### src/rtl/pfrw_params.svh
// Register map, field positions, reset values and codes of the row writer.
`ifndef PFRW_PARAMS_SVH
`define PFRW_PARAMS_SVH

// ----------------------------------------------------------------------
// Register byte offsets
// ----------------------------------------------------------------------
`define PFRW_OFF_ADDR     12'h000
`define PFRW_OFF_DATA     12'h004
`define PFRW_OFF_CTRL     12'h008
`define PFRW_OFF_UNLOCK   12'h00c
`define PFRW_OFF_IRQ      12'h010

// ----------------------------------------------------------------------
// Control and interrupt register fields
// ----------------------------------------------------------------------
`define PFRW_CTRL_RD      0
`define PFRW_CTRL_WR      1
`define PFRW_CTRL_WEN     2
`define PFRW_CTRL_WERR    3
`define PFRW_CTRL_ERASE   4
`define PFRW_CTRL_LATCH_ONLY_SELECT    5
`define PFRW_CTRL_REGS    6
`define PFRW_IRQ_FLAG     0
`define PFRW_IRQ_EN       1

// ----------------------------------------------------------------------
// Codes, sizes and reset values
// ----------------------------------------------------------------------
`define PFRW_UNLOCK_1     8'h55
`define PFRW_UNLOCK_2     8'haa
`define PFRW_BLANK        14'h3fff
`define PFRW_ROW_WORDS    32
`define PFRW_LAST_IDX     5'h1f
`define PFRW_ADDR_RST     16'h0000
`define PFRW_DATA_RST     14'h0000

// ----------------------------------------------------------------------
// Region-select address windows
// ----------------------------------------------------------------------
`define PFRW_UID_LO       16'h8000
`define PFRW_UID_HI       16'h8003
`define PFRW_DID_LO       16'h8005
`define PFRW_DID_HI       16'h8006
`define PFRW_CFG_LO       16'h8007
`define PFRW_CFG_HI       16'h800b
`define PFRW_DIA_LO       16'h8100
`define PFRW_DIA_HI       16'h82ff
`define PFRW_EE_LO        16'hf000
`define PFRW_EE_HI        16'hf0ff

`endif

### src/rtl/pfrw_top.sv
// Program flash row writer: APB registers, unlock, latches, array walk.
//
// Our own choices: the APB slave port and the register addresses.
`timescale 1ns/10ps
`include "pfrw_params.svh"

package pfrw_pkg;
  typedef enum logic [2:0] {
    ST_IDLE,
    ST_READ,
    ST_ERASE,
    ST_FETCH,
    ST_PROG,
    ST_DONE
  } pfrw_state_e;
endpackage

// What this block does
// RL1: Address bits 14:5 pick the row, bits 4:0 pick the latch.
// RL2: A commit touches only the addressed row, never a neighbour.
// RL3: After each program or erase all latches return to 3FFFh.
// RL4: Programming does not erase the row first.
// RL5: Latch-only action copies data to one latch, ignores protection.
// RL6: Commit programs latches to the row; protected row flags error.
// RL7: Erase clears the whole 32-word row; protected row flags error.
// RL8: Without an unbroken unlock no load or array write starts.
// RL9: Error flag sets on protected target, reset mid-write, broken unlock.
// RL10: Software may set the error flag; only software clears it.
// RL11: One commit programs at most the 32 latch words.
// RL12: Software loads latches with latch-only set, then commits.
// RL13: Region select maps ID, config and information at bit 15.
// RL14: Region select allows writes to IDs, config, EEPROM only. The code allows writes to the user ID window but not to the device ID window.
// RL15: Region read outside valid windows clears the data pair.
// RL16: Software rewrites a row via RAM image, erase and reload.
// RL17: Software should read back and compare after the commit.
// RL18: Unlock is 55h, AAh, then the write bit, in that order.
// RL19: The bus stalls while an array action runs.
// RL20: Completion sets a flag; enabled flag raises the interrupt.
// RL21: Any access breaking the unlock order aborts and flags error.
module pfrw_top (
  // APB slave
  input  wire logic        pclk,
  input  wire logic        presetn,
  input  wire logic        psel,
  input  wire logic        penable,
  input  wire logic        pwrite,
  input  wire logic [11:0] paddr,
  input  wire logic [31:0] pwdata,
  output logic      [31:0] prdata,
  output logic             pready,
  output logic             pslverr,
  // Power-on reset, survives system reset
  input  wire logic        por_n,
  // Protection status from configuration
  input  wire logic        write_protect,
  // Flash array port
  output logic             flash_rd,
  output logic             flash_prog,
  output logic             flash_erase,
  output logic             flash_region,
  output logic      [15:0] flash_addr,
  output logic      [13:0] flash_wdata,
  input  wire logic [13:0] flash_rdata,
  input  wire logic        flash_done,
  // Status
  output logic             cpu_stall,
  output logic             completion_irq
);

  // ----------------------------------------------------------------------
  // Registers
  // ----------------------------------------------------------------------
  pfrw_pkg::pfrw_state_e state_reg;
  pfrw_pkg::pfrw_state_e state_next;
  logic [15:0] nvm_address_reg;
  logic [13:0] nvm_data_reg;
  logic        rd_reg;
  logic        wr_reg;
  logic        write_enable_gate_reg;
  logic        write_error_flag_reg;
  logic        erase_select_reg;
  logic        latch_only_select_reg;
  logic        region_select_reg;
  logic        completion_irq_flag_reg;
  logic        completion_irq_enable_reg;
  logic [4:0]  idx_reg;
  logic        in_progress_reg;
  logic        rd_dat_reg;
  logic        prog_out_reg;
  logic        erase_out_reg;
  logic [13:0] wdata_out_reg;

  // ----------------------------------------------------------------------
  // Bus decode
  // ----------------------------------------------------------------------
  wire        busy      = (state_reg != pfrw_pkg::ST_IDLE);
  wire        acc       = psel && penable && pready;
  wire        wacc      = acc && pwrite;
  wire        sel_addr  = (paddr == `PFRW_OFF_ADDR);
  wire        sel_data  = (paddr == `PFRW_OFF_DATA);
  wire        sel_ctrl  = (paddr == `PFRW_OFF_CTRL);
  wire        sel_unl   = (paddr == `PFRW_OFF_UNLOCK);
  wire        sel_irq   = (paddr == `PFRW_OFF_IRQ);
  wire        mapped    = sel_addr || sel_data || sel_ctrl || sel_unl ||
                          sel_irq;
  wire        wr_ctrl   = wacc && sel_ctrl;
  wire        start_req = wr_ctrl && pwdata[`PFRW_CTRL_WR];
  wire        rd_req    = wr_ctrl && pwdata[`PFRW_CTRL_RD] && !busy;
  wire        region_now = wr_ctrl ? pwdata[`PFRW_CTRL_REGS] :
                           region_select_reg;
  wire        go;
  wire        broken;

  // ----------------------------------------------------------------------
  // Target decode
  // ----------------------------------------------------------------------
  wire [15:0] a         = nvm_address_reg;
  wire        in_uid    = (a >= `PFRW_UID_LO) && (a <= `PFRW_UID_HI);
  wire        in_did    = (a >= `PFRW_DID_LO) && (a <= `PFRW_DID_HI);
  wire        in_cfg    = (a >= `PFRW_CFG_LO) && (a <= `PFRW_CFG_HI);
  wire        in_dia    = (a >= `PFRW_DIA_LO) && (a <= `PFRW_DIA_HI);
  wire        in_ee     = (a >= `PFRW_EE_LO) && (a <= `PFRW_EE_HI);
  wire        reg_rd_ok = in_uid || in_did || in_cfg || in_dia || in_ee; // RL15
  wire        reg_wr_ok = in_uid || in_cfg || in_ee; // RL14
  wire        wr_denied = region_select_reg ? !reg_wr_ok : write_protect;
  wire [9:0]  row       = a[14:5]; // RL1
  wire [4:0]  latch_idx = a[4:0]; // RL1

  // ----------------------------------------------------------------------
  // Action decode at the unlock's final step
  // ----------------------------------------------------------------------
  wire        armed     = go && write_enable_gate_reg;
  wire        do_erase  = armed && erase_select_reg && !wr_denied; // RL7
  wire        do_load   = armed && !erase_select_reg &&
                          latch_only_select_reg; // RL5
  wire        do_prog   = armed && !erase_select_reg &&
                          !latch_only_select_reg && !wr_denied; // RL6
  wire        denied    = armed && !(erase_select_reg ||
                          latch_only_select_reg) && wr_denied ||
                          armed && erase_select_reg && wr_denied; // RL9
  wire        finish    = (state_reg == pfrw_pkg::ST_DONE);
  // The latch read is registered, so it is addressed with the next index.
  wire [4:0]  idx_next  = do_prog ? 5'h00 :
                          (state_reg == pfrw_pkg::ST_PROG && flash_done) ?
                          idx_reg + 5'h01 : idx_reg; // RL2
  wire        reset_hit = in_progress_reg && !busy && !finish; // RL9
  wire        err_set   = broken || denied || reset_hit;
  wire [13:0] latch_q;

  pfrw_unlock u_unlock (
    .clk          (pclk),
    .rst_n        (presetn),
    .acc          (acc),
    .is_unlock_wr (wacc && sel_unl),
    .code         (pwdata[7:0]),
    .is_start     (start_req),
    .go           (go),
    .broken       (broken)
  );

  pfrw_latch_mem u_latches (
    .clk     (pclk),
    .rst_n   (presetn),
    .wr_en   (do_load),
    .wr_idx  (latch_idx),
    .wr_data (nvm_data_reg),
    .blank   (finish && wr_reg), // RL3
    .rd_idx  (idx_next),
    .rd_data (latch_q)
  );

  // ----------------------------------------------------------------------
  // Sequencer
  // ----------------------------------------------------------------------
  // Programming writes each word as is; the row is never erased first.
  always_comb begin
    state_next = state_reg;
    case (state_reg)
      pfrw_pkg::ST_IDLE: begin
        if (do_erase) begin
          state_next = pfrw_pkg::ST_ERASE;
        end else if (do_prog) begin
          state_next = pfrw_pkg::ST_FETCH; // RL4
        end else if (rd_req) begin
          state_next = pfrw_pkg::ST_READ;
        end
      end
      pfrw_pkg::ST_READ: begin
        if (flash_done || (region_select_reg && !reg_rd_ok)) begin
          state_next = pfrw_pkg::ST_IDLE;
        end
      end
      pfrw_pkg::ST_ERASE: begin
        if (flash_done) begin
          state_next = pfrw_pkg::ST_DONE;
        end
      end
      pfrw_pkg::ST_FETCH: begin
        state_next = pfrw_pkg::ST_PROG;
      end
      pfrw_pkg::ST_PROG: begin
        if (flash_done) begin
          state_next = (idx_reg == `PFRW_LAST_IDX) ?
                       pfrw_pkg::ST_DONE : pfrw_pkg::ST_FETCH; // RL11
        end
      end
      default: begin
        state_next = pfrw_pkg::ST_IDLE;
      end
    endcase
  end

  always_ff @(posedge pclk or negedge presetn) begin
    if (!presetn) begin
      state_reg <= pfrw_pkg::ST_IDLE;
      idx_reg   <= 5'h00;
    end else begin
      state_reg <= state_next;
      idx_reg   <= idx_next;
    end
  end

  // ----------------------------------------------------------------------
  // Array strobes; a strobe holds until the array reports done.
  // ----------------------------------------------------------------------
  always_ff @(posedge pclk or negedge presetn) begin
    if (!presetn) begin
      prog_out_reg  <= 1'b0;
      erase_out_reg <= 1'b0;
      rd_dat_reg    <= 1'b0;
      wdata_out_reg <= `PFRW_BLANK;
    end else begin
      prog_out_reg  <= (state_next == pfrw_pkg::ST_PROG);
      erase_out_reg <= (state_next == pfrw_pkg::ST_ERASE);
      rd_dat_reg    <= (state_next == pfrw_pkg::ST_READ) &&
                       !(region_now && !reg_rd_ok);
      if (state_reg == pfrw_pkg::ST_FETCH) begin
        wdata_out_reg <= latch_q;
      end
    end
  end

  // Row bits come from the address; the word bits come from the walk while programming, else from the address.
  assign flash_rd     = rd_dat_reg;
  assign flash_prog   = prog_out_reg;
  assign flash_erase  = erase_out_reg; // RL7
  assign flash_region = region_select_reg; // RL13
  assign flash_addr   = (state_reg == pfrw_pkg::ST_PROG) ?
                        {a[15], row, idx_reg} : {a[15], row, latch_idx}; // RL2
  assign flash_wdata  = wdata_out_reg;
  assign cpu_stall    = busy; // RL19
  assign pready       = !busy; // RL19
  assign pslverr      = psel && penable && !mapped;
  assign completion_irq = completion_irq_flag_reg &&
                          completion_irq_enable_reg; // RL20

  // ----------------------------------------------------------------------
  // Address and data registers
  // ----------------------------------------------------------------------
  // A region read outside the windows clears the data pair.
  always_ff @(posedge pclk or negedge presetn) begin
    if (!presetn) begin
      nvm_address_reg <= `PFRW_ADDR_RST;
      nvm_data_reg    <= `PFRW_DATA_RST;
    end else begin
      if (wacc && sel_addr) begin
        nvm_address_reg <= pwdata[15:0];
      end
      if (state_reg == pfrw_pkg::ST_READ && region_select_reg &&
          !reg_rd_ok) begin
        nvm_data_reg <= `PFRW_DATA_RST; // RL15
      end else if (state_reg == pfrw_pkg::ST_READ && flash_done) begin
        nvm_data_reg <= flash_rdata;
      end else if (wacc && sel_data) begin
        nvm_data_reg <= pwdata[13:0];
      end
    end
  end

  // ----------------------------------------------------------------------
  // Control register
  // ----------------------------------------------------------------------
  // The write bit is set only through the unlock and cleared by hardware.
  always_ff @(posedge pclk or negedge presetn) begin
    if (!presetn) begin
      rd_reg                <= 1'b0;
      wr_reg                <= 1'b0;
      write_enable_gate_reg <= 1'b0;
      erase_select_reg      <= 1'b0;
      latch_only_select_reg <= 1'b0;
      region_select_reg     <= 1'b0;
    end else begin
      if (wr_ctrl) begin
        write_enable_gate_reg <= pwdata[`PFRW_CTRL_WEN];
        erase_select_reg      <= pwdata[`PFRW_CTRL_ERASE];
        latch_only_select_reg <= pwdata[`PFRW_CTRL_LATCH_ONLY_SELECT];
        region_select_reg     <= pwdata[`PFRW_CTRL_REGS];
      end
      if (rd_req) begin
        rd_reg <= 1'b1;
      end else if (state_reg == pfrw_pkg::ST_READ &&
                   state_next == pfrw_pkg::ST_IDLE) begin
        rd_reg <= 1'b0;
      end
      if (do_erase || do_prog) begin
        wr_reg <= 1'b1;
      end else if (finish) begin
        wr_reg <= 1'b0;
      end
    end
  end

  // ----------------------------------------------------------------------
  // Error flag and self-write marker, kept across system reset
  // ----------------------------------------------------------------------
  // Only the power-on reset clears these, so a system reset that lands in
  // the middle of a self-write is still seen on the first clock after it.
  always_ff @(posedge pclk or negedge por_n) begin
    if (!por_n) begin
      write_error_flag_reg <= 1'b0;
      in_progress_reg      <= 1'b0;
    end else begin
      in_progress_reg <= busy && (state_reg != pfrw_pkg::ST_READ) &&
                         !finish;
      if (err_set) begin
        write_error_flag_reg <= 1'b1; // RL9
      end else if (wr_ctrl) begin
        write_error_flag_reg <= pwdata[`PFRW_CTRL_WERR]; // RL10
      end
    end
  end

  // ----------------------------------------------------------------------
  // Completion flag and enable
  // ----------------------------------------------------------------------
  always_ff @(posedge pclk or negedge presetn) begin
    if (!presetn) begin
      completion_irq_flag_reg   <= 1'b0;
      completion_irq_enable_reg <= 1'b0;
    end else begin
      if (finish) begin
        completion_irq_flag_reg <= 1'b1; // RL20
      end else if (wacc && sel_irq) begin
        completion_irq_flag_reg <= pwdata[`PFRW_IRQ_FLAG];
      end
      if (wacc && sel_irq) begin
        completion_irq_enable_reg <= pwdata[`PFRW_IRQ_EN];
      end
    end
  end

  // ----------------------------------------------------------------------
  // Read mux; blanking after every finish is done in the latch module.
  // ----------------------------------------------------------------------
  wire [31:0] ctrl_word = {25'h0000000, region_select_reg,
                           latch_only_select_reg, erase_select_reg,
                           write_error_flag_reg, write_enable_gate_reg,
                           wr_reg, rd_reg};
  wire [31:0] irq_word  = {30'h00000000, completion_irq_enable_reg,
                           completion_irq_flag_reg};
  wire [31:0] rd_word   = sel_addr ? {16'h0000, nvm_address_reg} :
                          sel_data ? {18'h00000, nvm_data_reg} :
                          sel_ctrl ? ctrl_word :
                          sel_irq  ? irq_word : 32'h00000000;

  assign prdata = (psel && !pwrite) ? rd_word : 32'h00000000;

endmodule

### src/rtl/pfrw_latch_mem.sv
// Row write latches: 32 words, registered read, one-cycle blank of all.
`timescale 1ns/10ps
`include "pfrw_params.svh"

module pfrw_latch_mem (
  // Clock and reset
  input  wire logic        clk,
  input  wire logic        rst_n,
  // Load port
  input  wire logic        wr_en,
  input  wire logic [4:0]  wr_idx,
  input  wire logic [13:0] wr_data,
  input  wire logic        blank,
  // Read port
  input  wire logic [4:0]  rd_idx,
  output logic      [13:0] rd_data
);

  logic [13:0] mem_reg [`PFRW_ROW_WORDS];

  // The blank wins over a load; both never come in one cycle anyway.
  always_ff @(posedge clk or negedge rst_n) begin
    if (!rst_n) begin
      for (int i = 0; i < `PFRW_ROW_WORDS; i++) begin
        mem_reg[i] <= `PFRW_BLANK;
      end
    end else if (blank) begin
      for (int i = 0; i < `PFRW_ROW_WORDS; i++) begin
        mem_reg[i] <= `PFRW_BLANK;
      end
    end else if (wr_en) begin
      mem_reg[wr_idx] <= wr_data;
    end
  end

  always_ff @(posedge clk or negedge rst_n) begin
    if (!rst_n) begin
      rd_data <= `PFRW_BLANK;
    end else begin
      rd_data <= mem_reg[rd_idx];
    end
  end

endmodule

### src/rtl/pfrw_unlock.sv
// Unlock sequence tracker: 55h, AAh, then the write bit, back to back.
`timescale 1ns/10ps
`include "pfrw_params.svh"

module pfrw_unlock (
  // Clock and reset
  input  wire logic       clk,
  input  wire logic       rst_n,
  // Accepted bus access
  input  wire logic       acc,
  input  wire logic       is_unlock_wr,
  input  wire logic [7:0] code,
  input  wire logic       is_start,
  // Result
  output logic            go,
  output logic            broken
);

  logic [1:0] stage_reg;
  logic [1:0] stage_next;
  wire        first_ok  = is_unlock_wr && (code == `PFRW_UNLOCK_1);
  wire        second_ok = is_unlock_wr && (code == `PFRW_UNLOCK_2);

  // Any access between the steps counts as an interruption.
  always_comb begin
    stage_next = stage_reg;
    go         = 1'b0;
    broken     = 1'b0;
    if (acc) begin
      case (stage_reg)
        2'd0: begin
          if (first_ok) begin
            stage_next = 2'd1;
          end else if (is_start) begin
            broken = 1'b1; // RL8
          end
        end
        2'd1: begin
          stage_next = second_ok ? 2'd2 : 2'd0; // RL18
          broken     = !second_ok; // RL21
        end
        default: begin
          stage_next = 2'd0;
          go         = is_start; // RL18
          broken     = !is_start; // RL21
        end
      endcase
    end
  end

  always_ff @(posedge clk or negedge rst_n) begin
    if (!rst_n) begin
      stage_reg <= 2'd0;
    end else begin
      stage_reg <= stage_next;
    end
  end

endmodule

### config.mk
export PLATFORM = sky130hd
export DESIGN_NAME = pfrw_top
export DESIGN_NICKNAME = d
export VERILOG_FILES = /design/src/rtl/pfrw_top.sv /design/src/rtl/pfrw_latch_mem.sv /design/src/rtl/pfrw_unlock.sv
export VERILOG_INCLUDE_DIRS = /design/src /design/src/rtl
export SDC_FILE = /design/constraint.sdc
export NUM_CORES = 1
export LEC_CHECK = 0
export BUFFER_PORTS_ARGS = -buffer_cell sky130_fd_sc_hd__buf_2
export CAP_MARGIN = 20
export CORE_ASPECT_RATIO = 1.4
export CORE_UTILIZATION = 30
export CTS_CLUSTER_SIZE = 16
export DETAILED_ROUTE_END_ITERATION = 6
export HOLD_SLACK_MARGIN = 0.02
export PLACE_DENSITY = 0.49
export SETUP_SLACK_MARGIN = 0.05
export SYNTH_ARGS = -nofsm -noshare
export SYNTH_HDL_FRONTEND = slang
export SYNTH_HIERARCHICAL = 1
export SYNTH_SLANG_ARGS = --single-unit
### constraint.sdc
create_clock -name pclk -period 4 [get_ports pclk]
set_input_delay 0.6 -clock pclk [delete_from_list [all_inputs] [get_ports pclk]]
set_output_delay 0.6 -clock pclk [all_outputs]
set_load 0.02 [all_outputs]
==> metrics <==
Hold WS roughly 0.22 ns; R2R cell count 17; clock share of power 0.363; area growth from synthesis to layout 18.3%; Final Slew Violations 0; Int Pwr a little under 10 mW; most frequent cells in the layout dfstp_2, nor2b_1, a211o_1; H-tree depth 2; Total Nets Final roughly 2700; DRT iter0 DRCs roughly 1300; vias in the first global route 20900; WP data arrival 4.42 ns; FF-to-FF setup slack approximately 0.12 ns; CP peak stage delay 0.46 ns; Synth Warn # 6; max reg flops approximately 450; Residual DRC 0; Die Area between 90000 and 100000 sq um; CTS Buf Count between 50 and 60; WP data required between 4 and 5 ns; Die Y approximately 360 um; die extent in x around 260 um; GRT overflow 0; slew margin rel. 0.424; port bufs around 100; NetSw 4.80 mW; Avg WL per Cell roughly 22 um; CORE AREA about 90000 sq um; Final Setup Violations 0; period utilisation layout 0.969; Final TNS setup 0 ns; drt total wl ~87 mm; synthesized area 27700 sq um; CP Cell Sequence or3_1 > inv_2 > nand4_1 > nor3_4 > and2_1 > and3_1 > nand2_1 > a2111oi_4 > buf_4 > buf_4 > nor2_4 > buf_12 > buf_4 > mux2i_1 > a21oi_1 > nand3_1 > nand3_1; Final ANT Viol Nets 0; first-pass GRT wire length 131 mm; pin count of the biggest net entering global routing 96; Lkg Pwr 15.7 nW; commonest non-fill, non-tap cell in the layout dfstp_2; RR Startpoint state_reg[2]; Post-Layout Cell Count a little under 4000; worst-skew pair later-pin latency 0.62 ns; Yosys top cell area share 0.452; TritonCTS clock tree built; Reg clk slew, reported paths approximately 0.06 ns; antenna violations before repair 1; CP endpoint kind flip-flop; Pre-Repair DR Iteration Count 6; combinational power share 0.249; status complete, no violations; flops & latches, synth between 500 and 600; register area share after synthesis 0.500; pwr/cell area approximately 450 nW/um^2; Synth cell types 68; Synth area leaders dfstp_2, a211o_1, mux2i_1; Seq pwr share 0.388; Synth area leader dfstp_2; number of synthesized flops with an enable pin 0; Post-synth top flop dfstp_2; Hold Crit Depth 2; placed cells roughly 3800; unrepaired setup endpoints after global routing yes; Clock Path Buffers 3; Mapped Cells ~2500; max-cap viol count 0; switching share of power 0.326; CTS sink cnt approximately 530; Power Total around 15 mW; HP Class in2reg; worst setup path category reg2reg; slowest library cell on the worst path or3_1; Top Ports between 100 and 150; post-layout min period around 3.9 ns; routed vias 20300; Final HPWL DP 53.6 mm; number of hold violations in the final report 0; Worst R2R End u_latches/rd_data[9]; Crit Path Max Fanout 60; Tightest Pin Transition approximately 0.86 ns; CTS Root Cell clkbuf_16; site row count 131; worst vdd ir between 0.2 and 0.3 mV; gr usage total 0.183; ratio of cells with drive above 1 in the final layout 0.361; asr flop ratio synth 1.00; Starting Density 0.303; Setup crit start kind flip-flop; Hold EP a[14]; hold path startpoint pwdata[14]; Most common cell on crit path buf_4; GPL Wtd Cong around 0.84; Via density approximately 5.2; syn_area_per_cell 10.9 sq um; Max Clock Freq 258 MHz; clk_skew between 0.01 and 0.015 ns
## layout make-up
| class | count | area [sq um] |
|---|---|---|
| antenna | 1 | 2.50 |
| inverter | 11 | 41.3 |
| clock inverter | 13 | 145 |
| sequential | 529 | 13800 |
| multi-input combinational | 1768 | 12800 |
| clock buffer | 89 | 1740 |
| timing repair buffer | 295 | 2680 |
| fill | 8994 | 58600 |
| tap | 1197 | 1500 |
## power by group through the flow
stage          combinational (mW)  clock [mW]  sequential (mW)
6_report                     3.65        5.34             5.70
5_1_grt                      3.83        5.72             5.72
4_1_cts                      3.67        5.53             5.70
3_5_place_dp                 3.66           0             5.78
3_3_place_gp                 3.63           0             5.78
2_1_floorplan                1.59           0             5.82
## cells in the mapped netlist, types with 5 or more instances
cell type / number
nor2b_1: 342
and3_1: 7
nand3_1: 33
nor2_1: 62
and2_1: 5
dfrtp_1: 53
nand3b_1: 113
a211o_1: 336
nor3_1: 19
nand2b_1: 7
a211oi_1: 14
nor2_2: 9
buf_1: 7
clkbuf_1: 139
nand4_1: 18
nand2_1: 276
nor2_4: 12
buf_4: 34
a21oi_1: 35
a222oi_1: 5
inv_1: 11
a31oi_1: 17
mux2i_1: 243
a22o_1: 29
buf_2: 72
nor3b_1: 5
dfstp_2: 476
mux2_2: 40
a22oi_1: 65
## through the flow
step            util  setup slack, ns  cell area (sq um)
6_report       0.358            0.124              32700
3_3_place_gp   0.336           -0.227              30700
5_1_grt        0.358           0.0210              32700
2_1_floorplan      -            0.131              27700
3_5_place_dp   0.336           -0.235              30700
4_1_cts        0.357           0.0886              32600
## kinds of logic (layout without fill, tap and decap cells)
logic type | after synthesis | after routing | synth area share
other | 1 | 17 | 0.000136
buffers and inverters | 267 | 408 | 0.0445
and+or+nand+nor | 944 | 944 | 0.194
DFF | 529 | 529 | 0.500
muxes | 283 | 283 | 0.104
adders and majority gates | 2 | 2 | 0.000905
xor gates and xnor gates | 4 | 4 | 0.00127
AOI/OAI and AO/OA | 519 | 519 | 0.155
## timing repair
action | CTS | global route
endpoints found under the hold margin | 6 | 0
resized for setup | 0 | 18
hold buffers | 2 | 0
cloned | 0 | 1
pin swaps | 1 | 1
endpoints found under the setup margin | 11 | 14
setup buffers | 0 | 1
## worst max-delay path: cells and delay by family, from the launching register on
kind | cells | cell delay (ns)
AOI/OAI and AO/OA | 2 | 0.41
and+or+nand+nor | 9 | 1.84
buffers and inverters | 5 | 0.92
DFF | 1 | 0.37
muxes | 1 | 0.13
## routing by layer
metal / global-route usage / routed length (um) / share of wire / up-vias
met4: 0.0832 / 3930 / 0.045 / 0
li1: - / - / - / 9263
met5: 0 / 0 / 0 / -
met3: 0.0217 / 3170 / 0.037 / 139
met2: 0.336 / 45500 / 0.53 / 466
met1: 0.211 / 34000 / 0.39 / 10400
## worst max-delay path by stage
stage / start / to / slack [ns] / depth (start not counted)
finish: state_reg[2] / u_latches/rd_data[9] / 0.12 / 17
global route: state_reg[2] / u_latches/rd_data[8] / 0.02 / 18
CTS: state_reg[2] / u_latches/rd_data[5] / 0.09 / 16
detailed placement: paddr[9] / u_latches/rd_data[5] / -0.23 / 16
global placement: paddr[9] / u_latches/rd_data[4] / -0.23 / 16
floorplan: state_reg[2] / u_latches/rd_data[10] / 0.13 / 15
(Power assumes the default switching activity.)
